$ cat src/lpm_pkg.sv
`default_nettype none
package lpm_pkg;

  // Register map
  localparam logic [7:0] SYSCTL_OFF = 8'h0c;
  localparam logic [7:0] SYSCTL_RST = 8'h10;
  localparam int SLOW_BIT = 2;
  localparam int LVR_EN_BIT = 3;
  localparam logic [7:0] SYSCTL_WMASK = 8'hff;

  // Bus clock division
  localparam int FAST_DIV = 2;
  localparam int SLOW_EXTRA_DIV = 16;
  localparam int SLOW_DIV = FAST_DIV * SLOW_EXTRA_DIV;

  // Oscillator start-up wait after deep halt, in internal clock cycles
  localparam int STAB_CYCLES = 4064;

  // Self-check program range and user EPROM range
  localparam logic [15:0] SELFCHK_START = 16'h1f00;
  localparam logic [15:0] SELFCHK_END = 16'h1fef;
  localparam logic [15:0] EPROM_START = 16'h1000;
  localparam logic [15:0] EPROM_END = 16'h1eff;
  localparam int EPROM_BYTES = 3840;

  // Self-check report codes on the four indicators
  localparam logic [3:0] RPT_PORT_A = 4'hf;
  localparam logic [3:0] RPT_PORT_B = 4'he;
  localparam logic [3:0] RPT_PORT_C = 4'hd;
  localparam logic [3:0] RPT_PORT_D = 4'hc;
  localparam logic [3:0] RPT_RAM = 4'hb;
  localparam logic [3:0] RPT_ROM = 4'ha;
  localparam logic [3:0] RPT_SWI = 4'h8;
  localparam logic [3:0] RPT_EXT_INT = 4'h7;
  localparam int FLASH_HALF_CYCLES = 16;

  typedef enum logic [1:0] {
    PWR_RUN = 2'b00,
    PWR_LIGHT = 2'b01,
    PWR_DEEP = 2'b10,
    PWR_STAB = 2'b11
  } pwr_state_t;

  typedef enum logic [1:0] {
    MODE_USER = 2'b00,
    MODE_SELFCHK = 2'b01,
    MODE_BOOT = 2'b10
  } op_mode_t;

endpackage
`default_nettype wire

$ cat src/lpm_bus_div.sv
`timescale 1ns/1ps
`default_nettype none
// Bus clock enable generator: one pulse per fast or slow divide period
module lpm_bus_div #(
  parameter int SLOW_DIV = 32,
  parameter int FAST_DIV = 2
) (
  input wire logic clk_i, // Oscillator clock
  input wire logic rst_i, // Synchronous reset
  input wire logic run_i, // Clock running
  input wire logic slow_i, // Slow select
  output logic tick_o // Bus clock pulse
);
  logic [5:0] cnt_q;
  logic [5:0] lim;

  assign lim = slow_i ? 6'(SLOW_DIV - 1) : 6'(FAST_DIV - 1);
  assign tick_o = run_i && (cnt_q >= lim);

  always_ff @(posedge clk_i)
  begin
    if (rst_i || !run_i || cnt_q >= lim)
      cnt_q <= 6'h00;
    else
      cnt_q <= cnt_q + 6'h01;
  end
endmodule
`default_nettype wire

$ cat src/lpm_ctrl.sv
`timescale 1ns/1ps
`default_nettype none
// Operation
// - Deep halt stops the oscillator, so every internal clock stops.
// - Entering deep halt clears the interrupt mask bit.
// - Deep halt leaves other registers, memory and I/O lines unchanged.
// - Only a hardware interrupt or external reset ends deep halt.
// - Leaving deep halt waits a fixed stabilisation count before clocking.
// - Light halt stops the processor clock; timer clock keeps running.
// - Timer interrupts can wake the device from light halt.
// - Light halt instruction clears the interrupt mask bit.
// - Light halt leaves other registers, memory and I/O lines unchanged.
// - Slow select gives bus clock oscillator over 32, else over 2.
// - Entering deep halt clears slow select.
// - Low-voltage reset enable bit gates that function; resets to zero.
// - User mode at reset rise when both pins are normal levels.
// - Self-check at reset rise with test level and strap high.
// - Self-check runs the masked program at its range repeatedly.
// - Self-check shows pass by flashing, faults by four-bit codes.
// - EPROM variant picks bootstrap mode on the same pin conditions.
module lpm_ctrl #(
  parameter int STAB_CYCLES = lpm_pkg::STAB_CYCLES,
  parameter bit EPROM_VARIANT = 1'b0
) (
  input wire logic clk_i, // Oscillator clock
  input wire logic rst_i, // Reset, high while pin low
  input wire logic [7:0] addr_i, // Register address
  input wire logic [7:0] wdata_i, // Write data
  input wire logic wr_i, // Write strobe
  input wire logic rd_i, // Read strobe
  output logic [7:0] rdata_o, // Read data, cycle after strobe
  input wire logic deep_halt_i, // Deep halt instruction executed
  input wire logic light_halt_i, // Light halt instruction executed
  input wire logic ext_int_i, // External interrupt, pin
  input wire logic second_interrupt_line_i, // Second interrupt line, pin
  input wire logic keyboard_wake_interrupt_i, // Keyboard wake, pin
  input wire logic timer_int_i, // Timer interrupt, same clock
  input wire logic other_int_i, // Other on-chip interrupts
  input wire logic test_entry_level_i, // Programming pin at test level
  input wire logic mode_strap_pin_i, // Mode strap pin level
  input wire logic [3:0] selfchk_code_i, // Self-check fault code
  input wire logic selfchk_fail_i, // Self-check found a fault
  output logic osc_en_o, // Oscillator enable
  output logic cpu_clk_en_o, // Processor clock enable
  output logic periph_clk_en_o, // Timer and peripheral clock enable
  output logic bus_tick_o, // Bus clock pulse
  output logic imask_clr_o, // Clear interrupt mask pulse
  output logic hold_state_o, // Freeze registers and I/O lines
  output logic lvr_en_o, // Low-voltage reset enabled
  output logic [1:0] op_mode_o, // Operating mode
  output logic [15:0] start_vec_o, // Program start address
  output logic [3:0] led_o // Self-check indicators, 1 = on
);
  lpm_pkg::pwr_state_t st_q;
  logic [12:0] stab_q;
  logic [7:0] ctl_q;
  logic [1:0] mode_q;
  logic rst_q;
  logic [4:0] flash_q;
  logic flash_on_q;
  logic ext_s;
  logic sil_s;
  logic kbw_s;
  logic test_s;
  logic strap_s;
  logic hw_wake;
  logic any_wake;
  logic ctl_wr;
  logic [5:0] tick_gap_q;
  logic slow_prev_q;
  logic div_steady_q;

  lpm_sync u_sync_ext (.clk_i(clk_i), .rst_i(rst_i), .d_i(ext_int_i), .q_o(ext_s));
  lpm_sync u_sync_sil (.clk_i(clk_i), .rst_i(rst_i), .d_i(second_interrupt_line_i),
    .q_o(sil_s));
  lpm_sync u_sync_kbw (.clk_i(clk_i), .rst_i(rst_i), .d_i(keyboard_wake_interrupt_i),
    .q_o(kbw_s));
  lpm_sync u_sync_tst (.clk_i(clk_i), .rst_i(1'b0), .d_i(test_entry_level_i),
    .q_o(test_s));
  lpm_sync u_sync_strap (.clk_i(clk_i), .rst_i(1'b0), .d_i(mode_strap_pin_i),
    .q_o(strap_s));

  assign hw_wake = ext_s || sil_s || kbw_s;
  assign any_wake = hw_wake || timer_int_i || other_int_i;
  assign ctl_wr = wr_i && (addr_i == lpm_pkg::SYSCTL_OFF);

  // Power state sequencing
  always_ff @(posedge clk_i)
  begin
    if (rst_i)
      st_q <= lpm_pkg::PWR_RUN;
    else
    begin
      case (st_q)
        lpm_pkg::PWR_RUN:
        begin
          if (deep_halt_i)
            st_q <= lpm_pkg::PWR_DEEP;
          else if (light_halt_i)
            st_q <= lpm_pkg::PWR_LIGHT;
        end
        lpm_pkg::PWR_LIGHT:
        begin
          if (any_wake)
            st_q <= lpm_pkg::PWR_RUN;
        end
        lpm_pkg::PWR_DEEP:
        begin
          if (hw_wake)
            st_q <= lpm_pkg::PWR_STAB;
        end
        lpm_pkg::PWR_STAB:
        begin
          if (stab_q == 13'(STAB_CYCLES - 1))
            st_q <= lpm_pkg::PWR_RUN;
        end
        default: st_q <= lpm_pkg::PWR_RUN;
      endcase
    end
  end

  always_ff @(posedge clk_i)
  begin
    if (rst_i || st_q != lpm_pkg::PWR_STAB)
      stab_q <= 13'h0000;
    else
      stab_q <= stab_q + 13'h0001;
  end

  // Control register
  always_ff @(posedge clk_i)
  begin
    if (rst_i)
      ctl_q <= lpm_pkg::SYSCTL_RST;
    else if (st_q == lpm_pkg::PWR_RUN && deep_halt_i)
      ctl_q[lpm_pkg::SLOW_BIT] <= 1'b0;
    else if (ctl_wr)
      ctl_q <= wdata_i & lpm_pkg::SYSCTL_WMASK;
  end

  always_ff @(posedge clk_i)
  begin
    if (rst_i)
      rdata_o <= 8'h00;
    else if (rd_i && addr_i == lpm_pkg::SYSCTL_OFF)
      rdata_o <= ctl_q;
    else
      rdata_o <= 8'h00;
  end

  always_ff @(posedge clk_i)
  begin
    rst_q <= rst_i;
    if (rst_q && !rst_i)
    begin
      if (test_s && strap_s)
        mode_q <= EPROM_VARIANT ? lpm_pkg::MODE_BOOT : lpm_pkg::MODE_SELFCHK;
      else
        mode_q <= lpm_pkg::MODE_USER;
    end
    else if (rst_i)
      mode_q <= lpm_pkg::MODE_USER;
  end

  always_ff @(posedge clk_i)
  begin
    if (rst_i)
    begin
      flash_q <= 5'h00;
      flash_on_q <= 1'b0;
    end
    else if (bus_tick_o)
    begin
      if (flash_q == 5'(lpm_pkg::FLASH_HALF_CYCLES - 1))
      begin
        flash_q <= 5'h00;
        flash_on_q <= !flash_on_q;
      end
      else
        flash_q <= flash_q + 5'h01;
    end
  end

  always_ff @(posedge clk_i)
  begin
    if (rst_i || mode_q != lpm_pkg::MODE_SELFCHK)
      led_o <= 4'h0;
    else if (selfchk_fail_i)
      led_o <= selfchk_code_i;
    else
      led_o <= {4{flash_on_q}};
  end

  lpm_bus_div #(
    .SLOW_DIV(lpm_pkg::SLOW_DIV),
    .FAST_DIV(lpm_pkg::FAST_DIV)
  ) u_div (
    .clk_i(clk_i),
    .rst_i(rst_i),
    .run_i(cpu_clk_en_o),
    .slow_i(ctl_q[lpm_pkg::SLOW_BIT]),
    .tick_o(bus_tick_o)
  );

  assign osc_en_o = (st_q != lpm_pkg::PWR_DEEP);
  // processor clock stopped in light halt
  assign cpu_clk_en_o = (st_q == lpm_pkg::PWR_RUN);
  assign periph_clk_en_o = (st_q == lpm_pkg::PWR_RUN) || (st_q == lpm_pkg::PWR_LIGHT);
  assign imask_clr_o = (st_q == lpm_pkg::PWR_RUN) && (deep_halt_i || light_halt_i);
  assign hold_state_o = (st_q != lpm_pkg::PWR_RUN);
  assign lvr_en_o = ctl_q[lpm_pkg::LVR_EN_BIT];
  assign op_mode_o = mode_q;
  assign start_vec_o = (mode_q == lpm_pkg::MODE_SELFCHK) ? lpm_pkg::SELFCHK_START :
    (mode_q == lpm_pkg::MODE_BOOT) ? lpm_pkg::EPROM_START : 16'h0000;

  // tick spacing watch for the divide check
  always_ff @(posedge clk_i)
  begin
    if (rst_i || !cpu_clk_en_o || bus_tick_o)
      tick_gap_q <= 6'h01;
    else if (tick_gap_q != 6'h3f)
      tick_gap_q <= tick_gap_q + 6'h01;
  end

  always_ff @(posedge clk_i)
  begin
    if (rst_i)
      slow_prev_q <= 1'b0;
    else
      slow_prev_q <= ctl_q[lpm_pkg::SLOW_BIT];
  end

  // Period spoilt when slow select moves mid-way
  always_ff @(posedge clk_i)
  begin
    if (rst_i || !cpu_clk_en_o || bus_tick_o)
      div_steady_q <= 1'b1;
    else if (ctl_q[lpm_pkg::SLOW_BIT] != slow_prev_q)
      div_steady_q <= 1'b0;
  end
endmodule
`default_nettype wire

$ cat src/lpm_sync.sv
`timescale 1ns/1ps
`default_nettype none
// Three-stage synchroniser; change accepted when stages two and three agree
module lpm_sync (
  input wire logic clk_i, // Clock
  input wire logic rst_i, // Synchronous reset
  input wire logic d_i, // Asynchronous input
  output logic q_o // Filtered level
);
  logic s1_q;
  logic s2_q;
  logic s3_q;

  always_ff @(posedge clk_i)
  begin
    if (rst_i)
    begin
      s1_q <= 1'b0;
      s2_q <= 1'b0;
      s3_q <= 1'b0;
      q_o <= 1'b0;
    end
    else
    begin
      s1_q <= d_i;
      s2_q <= s1_q;
      s3_q <= s2_q;
      if (s2_q == s3_q)
        q_o <= s3_q;
    end
  end
endmodule
`default_nettype wire
$ cat config.mk
export PLATFORM = sky130hd
export DESIGN_NAME = lpm_ctrl
export DESIGN_NICKNAME = d
export VERILOG_FILES = /design/src/lpm_pkg.sv /design/src/lpm_bus_div.sv /design/src/lpm_ctrl.sv /design/src/lpm_sync.sv
export SDC_FILE = /design/constraint.sdc
export NUM_CORES = 1
export LEC_CHECK = 0
export BUFFER_PORTS_ARGS = -buffer_cell sky130_fd_sc_hd__buf_2
export CORE_UTILIZATION = 45
export CTS_CLUSTER_DIAMETER = 120
export DETAILED_ROUTE_END_ITERATION = 16
export PLACE_DENSITY = 0.8
export SLEW_MARGIN = 30
export SYNTH_ARGS = -nofsm -noshare
export SYNTH_HDL_FRONTEND = slang
export SYNTH_SLANG_ARGS = --single-unit
$ cat constraint.sdc
create_clock -name clk_i -period 4.2 [get_ports clk_i]
set_clock_uncertainty 0.1 [all_clocks]
set_input_delay 0.42 -clock clk_i [delete_from_list [all_inputs] [get_ports clk_i]]
set_output_delay 0.42 -clock clk_i [all_outputs]
set_load 0.02 [all_outputs]
==> results of run 1 <==
registers in the layout, indices dropped and copies added (netlist names), 2 cells and up:
name,cells
rdata_o,8
stab_q,13
flash_q,5
st_q,2
ctl_q,8
led_o,4
u_div.cnt_q,6
kinds of logic after synthesis:
family | count (synthesis) | share of synthesized area, %
muxes | 11 | 4.18
and+or+nand+nor | 117 | 22.4
adders and majority gates | 7 | 3.21
other | 1 | 0.138
AOI/OAI and AO/OA | 27 | 6.56
DFF | 69 | 51.8
buffers and inverters | 31 | 6.88
xor gates and xnor gates | 15 | 4.82
cell usage after synthesis, drive strengths merged, types with 8 or more instances:
master,number,area (sq um)
nand2,19,71.3
mux2i,8,80.1
and2,11,68.8
inv,8,30.0
xor2,10,87.6
nor2,30,113
buf,19,143
a21oi,12,60.1
nand3,18,90.1
nor2b,13,81.3
dfxtp,66,1320
cell type report:
class	count	share of cell area, %
flip-flops and latches	69	44.4
multi-input cells	189	36.7
repair buffers	58	9.12
clock buffers	10	4.01
well taps	72	2.83
clock inverters	6	2.01
inverters	8	0.944
metal layers:
layer  vias up  wire length [um]
met5         -                 0
met4         0                65
met3         8               320
met2        61              2240
met1       895              2250
li1       1031                 -
worst max-delay path: cells and delay by family (launching register included):
family | cells | cell delay (ns)
compound gates | 2 | 0.52
flops | 1 | 0.35
buf+inv | 3 | 0.32
fa+ha+maj | 1 | 0.31
simple gates | 1 | 0.12
power breakdown:
| part | internal, mW | total (mW) | switching [mW] |
|---|---|---|---|
| registers | 0.675 | 0.686 | 0.0106 |
| clock network | 0.273 | 0.513 | 0.241 |
| logic | 0.0371 | 0.103 | 0.0657 |
| total | 0.985 | 1.30 | 0.317 |
worst paths after layout:
path                                          end  slack (ns)  cells after the start
worst max register to register         flash_on_q        2.22                      6
worst min register to register    u_sync_tst.s2_q        0.23                      0
worst min-delay path            u_sync_strap.s1_q        0.07                      1
worst max-delay path                   bus_tick_o        1.71                      7
per-stage QoR:
stage	power [mW]	cells	setup WS, ns	utilization [%]
2_1_floorplan	0.778	289	2.31	-
3_3_place_gp	0.800	396	2.13	52.7
3_5_place_dp	0.802	396	2.08	52.7
4_1_cts	1.31	412	1.70	56.1
5_1_grt	1.36	412	1.54	56.1
6_report	1.30	412	1.71	56.1
==> flow_summary.toml, run 1 <==
[layout]
drive_above_1_share_pct = 24.7
final_cell_mix = "dfxtp_1 (66), buf_2 (58), nor2_1 (30)"
final_common_cell = "dfxtp_1"
multi_input_area_sq_um = 1170
antennaDiodeCount = 0
regArea_sq_um = 1410
fillers = 519
area_growth_syn_to_layout_pct = 16.7
fin_area_sq_um = 3180
nNetsFinal = 376

[floorplanning]
die_w_um = 79.8
core_sq_um = 5680
row_count = 27
boundaryPins = 71
chipHeight_um = 79.8
initial_core_util_pct = 48.0
die_area_sq_um = 6370

[hold_path]
min-delay-start = "mode_strap_pin_i"
hp-class = "primary input to register"

[critical_path]
crit_fanout = 4
cp-end-kind = "output port"
cp_slowest_cell = "dfxtp_1"
start_kind = "register"
path_class = "register to output port"
timing.rr.start = "ctl_q[2]"
max_stage_delay_ns = 0.35
arrival_ns = 1.97
path_common_cell = "inv_1"
crit_chain = "inv_1, ha_1, a211oi_1, nand2_1, o21ai_2, inv_1, buf_2"
required_ns = 3.68
critPathLaunch = "ctl_q[2]"

[drt]
drc = 0
vias_per_cell = 4.84
dr.pass1.iters = 4
final_antenna_net_count = 0
routed_wl_um = 4880
detail_route.wl_per_cell_um = 11.8
first_iter_violations = 80
num_vias = 1995

[timing]
min_period_ns = 2.49
tightestPinTransition_ns = 0.599
slew_headroom_pct = 60.1
setup_viol_count_final = 0
tns_ns = 0
period_share_pct = 59.4
hold_violations = 0
max_freq_ghz = 0.401
finalMaxSlewViolations = 0
holdWs_ns = 0.0729
rsz0062_at_grt = "no"

[grt]
grt_max_degree = 34
met2_usage_pct = 27.4
grt_pass1_vias = 1874
grt_pass1_wl_um = 8190
grt.total_usage_pct = 17.1
met3_usage_pct = 7.20
grt_overflow_total = 0
antenna_found_initial = 0
use_met1_pct = 20.2
gr-max-usage-layer = "met2"

[yosys]
synth_cell_type_count = 41
syn_inst = 278
synth_edf_count = 3
synthFlopType = "dfxtp_1"
yosys_warnings = 0
syn_area_per_cell_sq_um = 9.81
syn-cell-area_sq_um = 2730
synth.ff_latch_count = 69
synthArstFlopShare_pct = 0
seq_area_frac_synth_pct = 51.8

[placement]
gp_congestion = 0.777
io_buffers = 58
dp_hpwl_um = 3570
placed_area_sq_um = 2990

[cts]
cts_buffers = 9
cts-root-buf = "clkbuf_8"
cts_sinks = 69
postCtsSetupBuffers = 0
path_clk_slew_ns = 0.07
cts_max_path_buffers = 2
clk_latency_ns = 0.35
cts.repair.resized = 0
htree_levels = 3
hold_buffers = 0
cts_tree = "done"

[pwr]
vdd_ir_drop_max_mv = 0.281
p_leak_nw = 1.41
powerDensity_nw_per_um2 = 409

[job]
drv_cap = 0

[status]
outcome = "completed"
Note: power is estimated with default switching activity, not from simulation.
==> inputs of run 2 (changes only) <==
PLACE_DENSITY = 0.82   (was 0.8)
clock period = 2.2 ns   (was 4.2 ns; I/O delays follow)
==> run 2 against run 1 <==
Non-clock buffer count rose by 9; wire length rose by 5.1%; clock power rose by 79%; sequential share of layout area fell by 1.2 points; flip-flop and latch count did not move; global-route usage rose by 0.55 points; first-iteration DRC count rose by 16%; count of clock-buffer cells in the layout rose by 2; die area did not move; power rose by 87%; worst setup slack got worse by 1.6 ns.
==> flow_summary.toml, run 2 (same netlist as run 1, synthesis figures left out) <==
[status]
outcome = "completed"

[pwr]
powerDensity_nw_per_um2 = 746
p_leak_nw = 1.45
vdd_ir_drop_max_mv = 0.442

[drt]
num_vias = 2094
final_antenna_net_count = 0
routed_wl_um = 5130
dr.pass1.iters = 4
drc = 0
vias_per_cell = 4.97
first_iter_violations = 93
detail_route.wl_per_cell_um = 12.2

[critical_path]
worst-path-buf-inv = 3
arrival_ns = 1.82
crit_fanout = 4
start_kind = "register"
crit_chain = "inv_2, ha_4, a211oi_2, nand2_1, o21ai_2, inv_1, buf_2"
required_ns = 1.88
cp_top_family = "compound AO/OA/AOI/OAI gates"
cp_slowest_cell = "dfxtp_1"
path_class = "register to output port"
max_stage_delay_ns = 0.38
cp-end-kind = "output port"

[grt]
grt_overflow_total = 0
grt_pass1_vias = 1906
grt_max_degree = 33
grt.total_usage_pct = 17.6
antenna_found_initial = 0
grt_pass1_wl_um = 8350

[floorplanning]
boundaryPins = 71
die_w_um = 79.8
row_count = 27
core_sq_um = 5680
chipHeight_um = 79.8
initial_core_util_pct = 48.0
die_area_sq_um = 6370

[timing]
finalMaxSlewViolations = 0
setup_slack_ns = 0.0563
hold_violations = 0
max_freq_ghz = 0.466
min_period_ns = 2.14
rsz0062_at_grt = "no"
tightestPinTransition_ns = 0.534
slew_headroom_pct = 64.1
setup_viol_count_final = 0
tns_ns = 0
period_share_pct = 97.4

[cts]
cts_buffers = 9
cts_tree = "done"
clk_latency_ns = 0.34
cts_max_path_buffers = 2
htree_levels = 3
cts_sinks = 69
path_clk_slew_ns = 0.07
cts-root-buf = "clkbuf_8"

[layout]
final_cell_mix = "dfxtp_1 (66), buf_2 (58), nor2_1 (30)"
reg_top3 = "stab_q (13), ctl_q (8), rdata_o (8)"
final_common_cell = "dfxtp_1"
top_register = "stab_q"
largest_reg_flops = 13
drive_above_1_share_pct = 25.8
area_growth_syn_to_layout_pct = 19.9
stdcell_count = 421
nNetsFinal = 385
antennaDiodeCount = 0

[placement]
post-place-ws_ns = 0.165
dp.cells = 398
io_buffers = 58
gp_congestion = 0.820
dp_hpwl_um = 3620

[hold_path]
hp-class = "primary input to register"

[job]
drv_cap = 0
run 2: stage by stage:
step | hold WS, ns | instance area (sq um) | power [mW] | util, %
2_1_floorplan | 0.148 | 2770 | 1.49 | -
3_3_place_gp | 0.210 | 3010 | 1.53 | 53.0
3_5_place_dp | 0.214 | 3010 | 1.53 | 53.0
5_1_grt | 0.0187 | 3270 | 2.54 | 57.6
4_1_cts | 0.00474 | 3270 | 2.46 | 57.6
6_report | 0.0120 | 3270 | 2.44 | 57.6
run 2: final cells by class:
type | instances | area [sq um]
Fill cell | 504 | 2410
Sequential cell | 69 | 1410
Multi-Input combinational cell | 189 | 1190
Timing Repair Buffer | 67 | 373
Clock buffer | 12 | 155
Tap cell | 72 | 90.1
Inverter | 8 | 30.0
Clock inverter | 4 | 22.5
run 2: tightest hold or removal path: cells and delay by family:
kind          cells  cell delay, ns
buf+inv           1            0.08
simple gates      1            0.07
mux               1            0.05
run 2: layer usage:
layer,wire [um],GRT usage (%),vias to the layer above
li1,-,-,1039
met1,2300,20.2,963
met2,2380,28.9,77
met3,297,4.46,15
met4,143,11.6,0
met5,0,0,-
run 2: power breakdown:
part           switching, mW  total [mW]  internal, mW
sequential            0.0197        1.31          1.29
clock                  0.452       0.917         0.465
combinational          0.129       0.211        0.0826
total                  0.601        2.44          1.84
run 2: final timing paths:
| kind | from | depth (start not counted) | slack [ns] | to |
|---|---|---|---|---|
| worst min-delay path | wdata_i[5] | 3 | 0.01 | ctl_q[5] |
| worst max register to register | ctl_q[2] | 6 | 0.16 | flash_on_q |
| worst max-delay path | ctl_q[2] | 7 | 0.06 | bus_tick_o |
| worst min register to register | u_sync_tst.s1_q | 0 | 0.23 | u_sync_tst.s2_q |
run 2: what timing repair did:
action	in CTS	in global routing
endpoints found under the hold margin	6	0
cloned	0	0
buffers inserted	1	0
pin swaps	1	0
gates resized for setup	2	2
hold buffers	6	0
endpoints found under the setup margin	1	1
==> inputs of run 3 (changes only) <==
BUFFER_PORTS_ARGS = not set   (was -buffer_cell sky130_fd_sc_hd__buf_2)
CORE_UTILIZATION = 56   (was 45)
DONT_BUFFER_PORTS = 1   (was not set)
PLACE_DENSITY = 0.84   (was 0.82)
RECOVER_POWER = 50   (was not set)
==> run 3 against run 2 <==
Non-clock buffer count is 41 lower; hold slack improved by 0.0022 ns; combinational power is 10% lower; count of clock-buffer cells in the layout down 1; register-to-register slack gained 0.04 ns; critical path type unchanged; highest routed layer unchanged.
==> flow_summary.toml, run 3 (same netlist as run 1, synthesis figures left out) <==
[cts]
cts_sinks = 69
htree_levels = 3
clk_latency_ns = 0.34
path_clk_slew_ns = 0.07
cts_buffers = 9
cts_max_path_buffers = 2
cts_tree = "done"
cts-root-buf = "clkbuf_8"

[critical_path]
cp-end-kind = "output port"
r2r_end = "flash_on_q"
timing.rr.start = "ctl_q[2]"
start_kind = "register"
crit_fanout = 4
r2r_cells = 6
cp_top_family = "compound AO/OA/AOI/OAI gates"
r2r_slack_ns = 0.20
required_ns = 1.88
max_stage_delay_ns = 0.32
cp_slowest_cell = "dfxtp_1"
arrival_ns = 1.72
worst-path-buf-inv = 2
path_class = "register to output port"
endpoint = "bus_tick_o"
critPathLaunch = "ctl_q[2]"
cp_num_cells = 6
crit_chain = "inv_1, ha_4, a211oi_2, nand2_1, o21ai_4, inv_2"

[pwr]
power_frac_seq_pct = 51.9
vdd_ir_drop_max_mv = 0.498
combPwrFrac_pct = 7.5
internal_power_mw = 1.94
p_leak_nw = 1.27
p_clk_share_pct = 40.6
switching_share_pct = 23.3
powerDensity_nw_per_um2 = 804
finalPower_mw = 2.53
p_sw_uw = 589

[drt]
num_vias = 1942
dr.pass1.iters = 4
final_antenna_net_count = 0
vias_per_cell = 5.38
first_iter_violations = 99
drc = 0
routed_wl_um = 5090
detail_route.wl_per_cell_um = 14.1

[grt]
met3_usage_pct = 6.75
met2_usage_pct = 35.1
use_met1_pct = 25.1
grt_max_degree = 24
grt_pass1_vias = 1832
grt_overflow_total = 0
gr-max-usage-layer = "met2"
grt_pass1_wl_um = 8090
grt.total_usage_pct = 21.1
antenna_found_initial = 0

[layout]
stdcell_count = 361
largest_reg_flops = 13
area_growth_syn_to_layout_pct = 15.1
drive_above_1_share_pct = 10.4
top_register = "stab_q"
reg_top3 = "stab_q (13), ctl_q (8), rdata_o (8)"
final_cell_mix = "dfxtp_1 (66), nor2_1 (30), dlygate4sd3_1 (21)"
final_common_cell = "dfxtp_1"
nNetsFinal = 344
regArea_sq_um = 1410
multi_input_area_sq_um = 1190
antennaDiodeCount = 0
fillers = 378

[placement]
post-place-ws_ns = 0.237
gp_congestion = 0.780
dp.cells = 324
io_buffers = 0
dp_hpwl_um = 3230

[floorplanning]
boundaryPins = 71
row_count = 25
die_area_sq_um = 5150
chipHeight_um = 71.8
core_sq_um = 4690
die_w_um = 71.8
initial_core_util_pct = 58.1

[timing]
tns_ns = 0
period_share_pct = 92.5
rsz0062_at_grt = "no"
max_freq_ghz = 0.491
min_period_ns = 2.04
slew_headroom_pct = 46.9
tightestPinTransition_ns = 0.793
setup_slack_ns = 0.164
finalMaxSlewViolations = 0
hold_violations = 0
setup_viol_count_final = 0

[hold_path]
min-delay-start = "rst_i"
hp-class = "primary input to register"

[job]
drv_cap = 0

[status]
outcome = "completed"
==> run 3: changes by cell type in the layout (fill, tap and decap cells not counted), sizes merged <==
cell	previous run	this run
dlygate4sd3	6	21
bufinv	0	1
clkinv	3	2
buf	61	4
==> run 3: power groups by stage <==
stage / clock (mW) / combinational [mW] / sequential, mW
after global placement: 0 / 0.140 / 1.34
after floorplan: 0 / 0.151 / 1.34
after detailed placement: 0 / 0.143 / 1.34
final: 1.03 / 0.189 / 1.31
after global routing: 1.11 / 0.203 / 1.31
after CTS: 1.05 / 0.180 / 1.31
==> run 3: layer usage <==
metal	vias to the layer above	routed length, um	share of wire (%)
met5	-	0	0
met2	69	2470	48
met3	10	229	4.5
met1	899	2340	46
li1	964	-	-
met4	0	50	0.98
==> run 3: worst min path at each step <==
| stage | slack [ns] | to | cells past startpoint |
|---|---|---|---|
| finish | 0.01 | flash_on_q | 2 |
| global route | 0.01 | flash_q[4] | 2 |
| CTS | 0.004 | flash_q[3] | 3 |
| detailed placement | 0.15 | u_sync_strap.s1_q | 0 |
| global placement | 0.15 | u_sync_strap.s1_q | 0 |
| floorplan | 0.15 | rst_q | 0 |
==> run 3: area by class of cell <==
cell class | instances | area share, %
repair buffers | 26 | 7.77
flip-flops and latches | 69 | 45.0
well taps | 54 | 2.15
inverters | 8 | 0.957
clock buffers | 11 | 4.82
clock inverters | 4 | 1.51
multi-input cells | 189 | 37.8
==> run 3: worst reg2reg max path: stages, from the launching register on <==
cell and delay, ns:
dfxtp_1 0.35, inv_1 0.12, ha_1 0.32, nand3_1 0.10, or2_2 0.33, a211oi_1 0.23
mux2_2 0.35
==> run 3: timing repair <==
action                                 4_1_cts  5_1_grt
hold buffers                                21        0
pin swaps                                    0        2
setup buffers                                0        1
endpoints found under the hold margin       30        0
setup endpoints to repair                    1        1
gates resized for setup                      1        3
==> run 3: through the flow <==
step           hold slack, ns  area, sq um  utilization, %
2_1_floorplan           0.148         2770               -
4_1_cts               0.00394         3120            66.4
3_3_place_gp            0.148         2710            57.7
3_5_place_dp            0.148         2710            57.7
6_report               0.0143         3140            66.9
5_1_grt                0.0138         3140            66.9
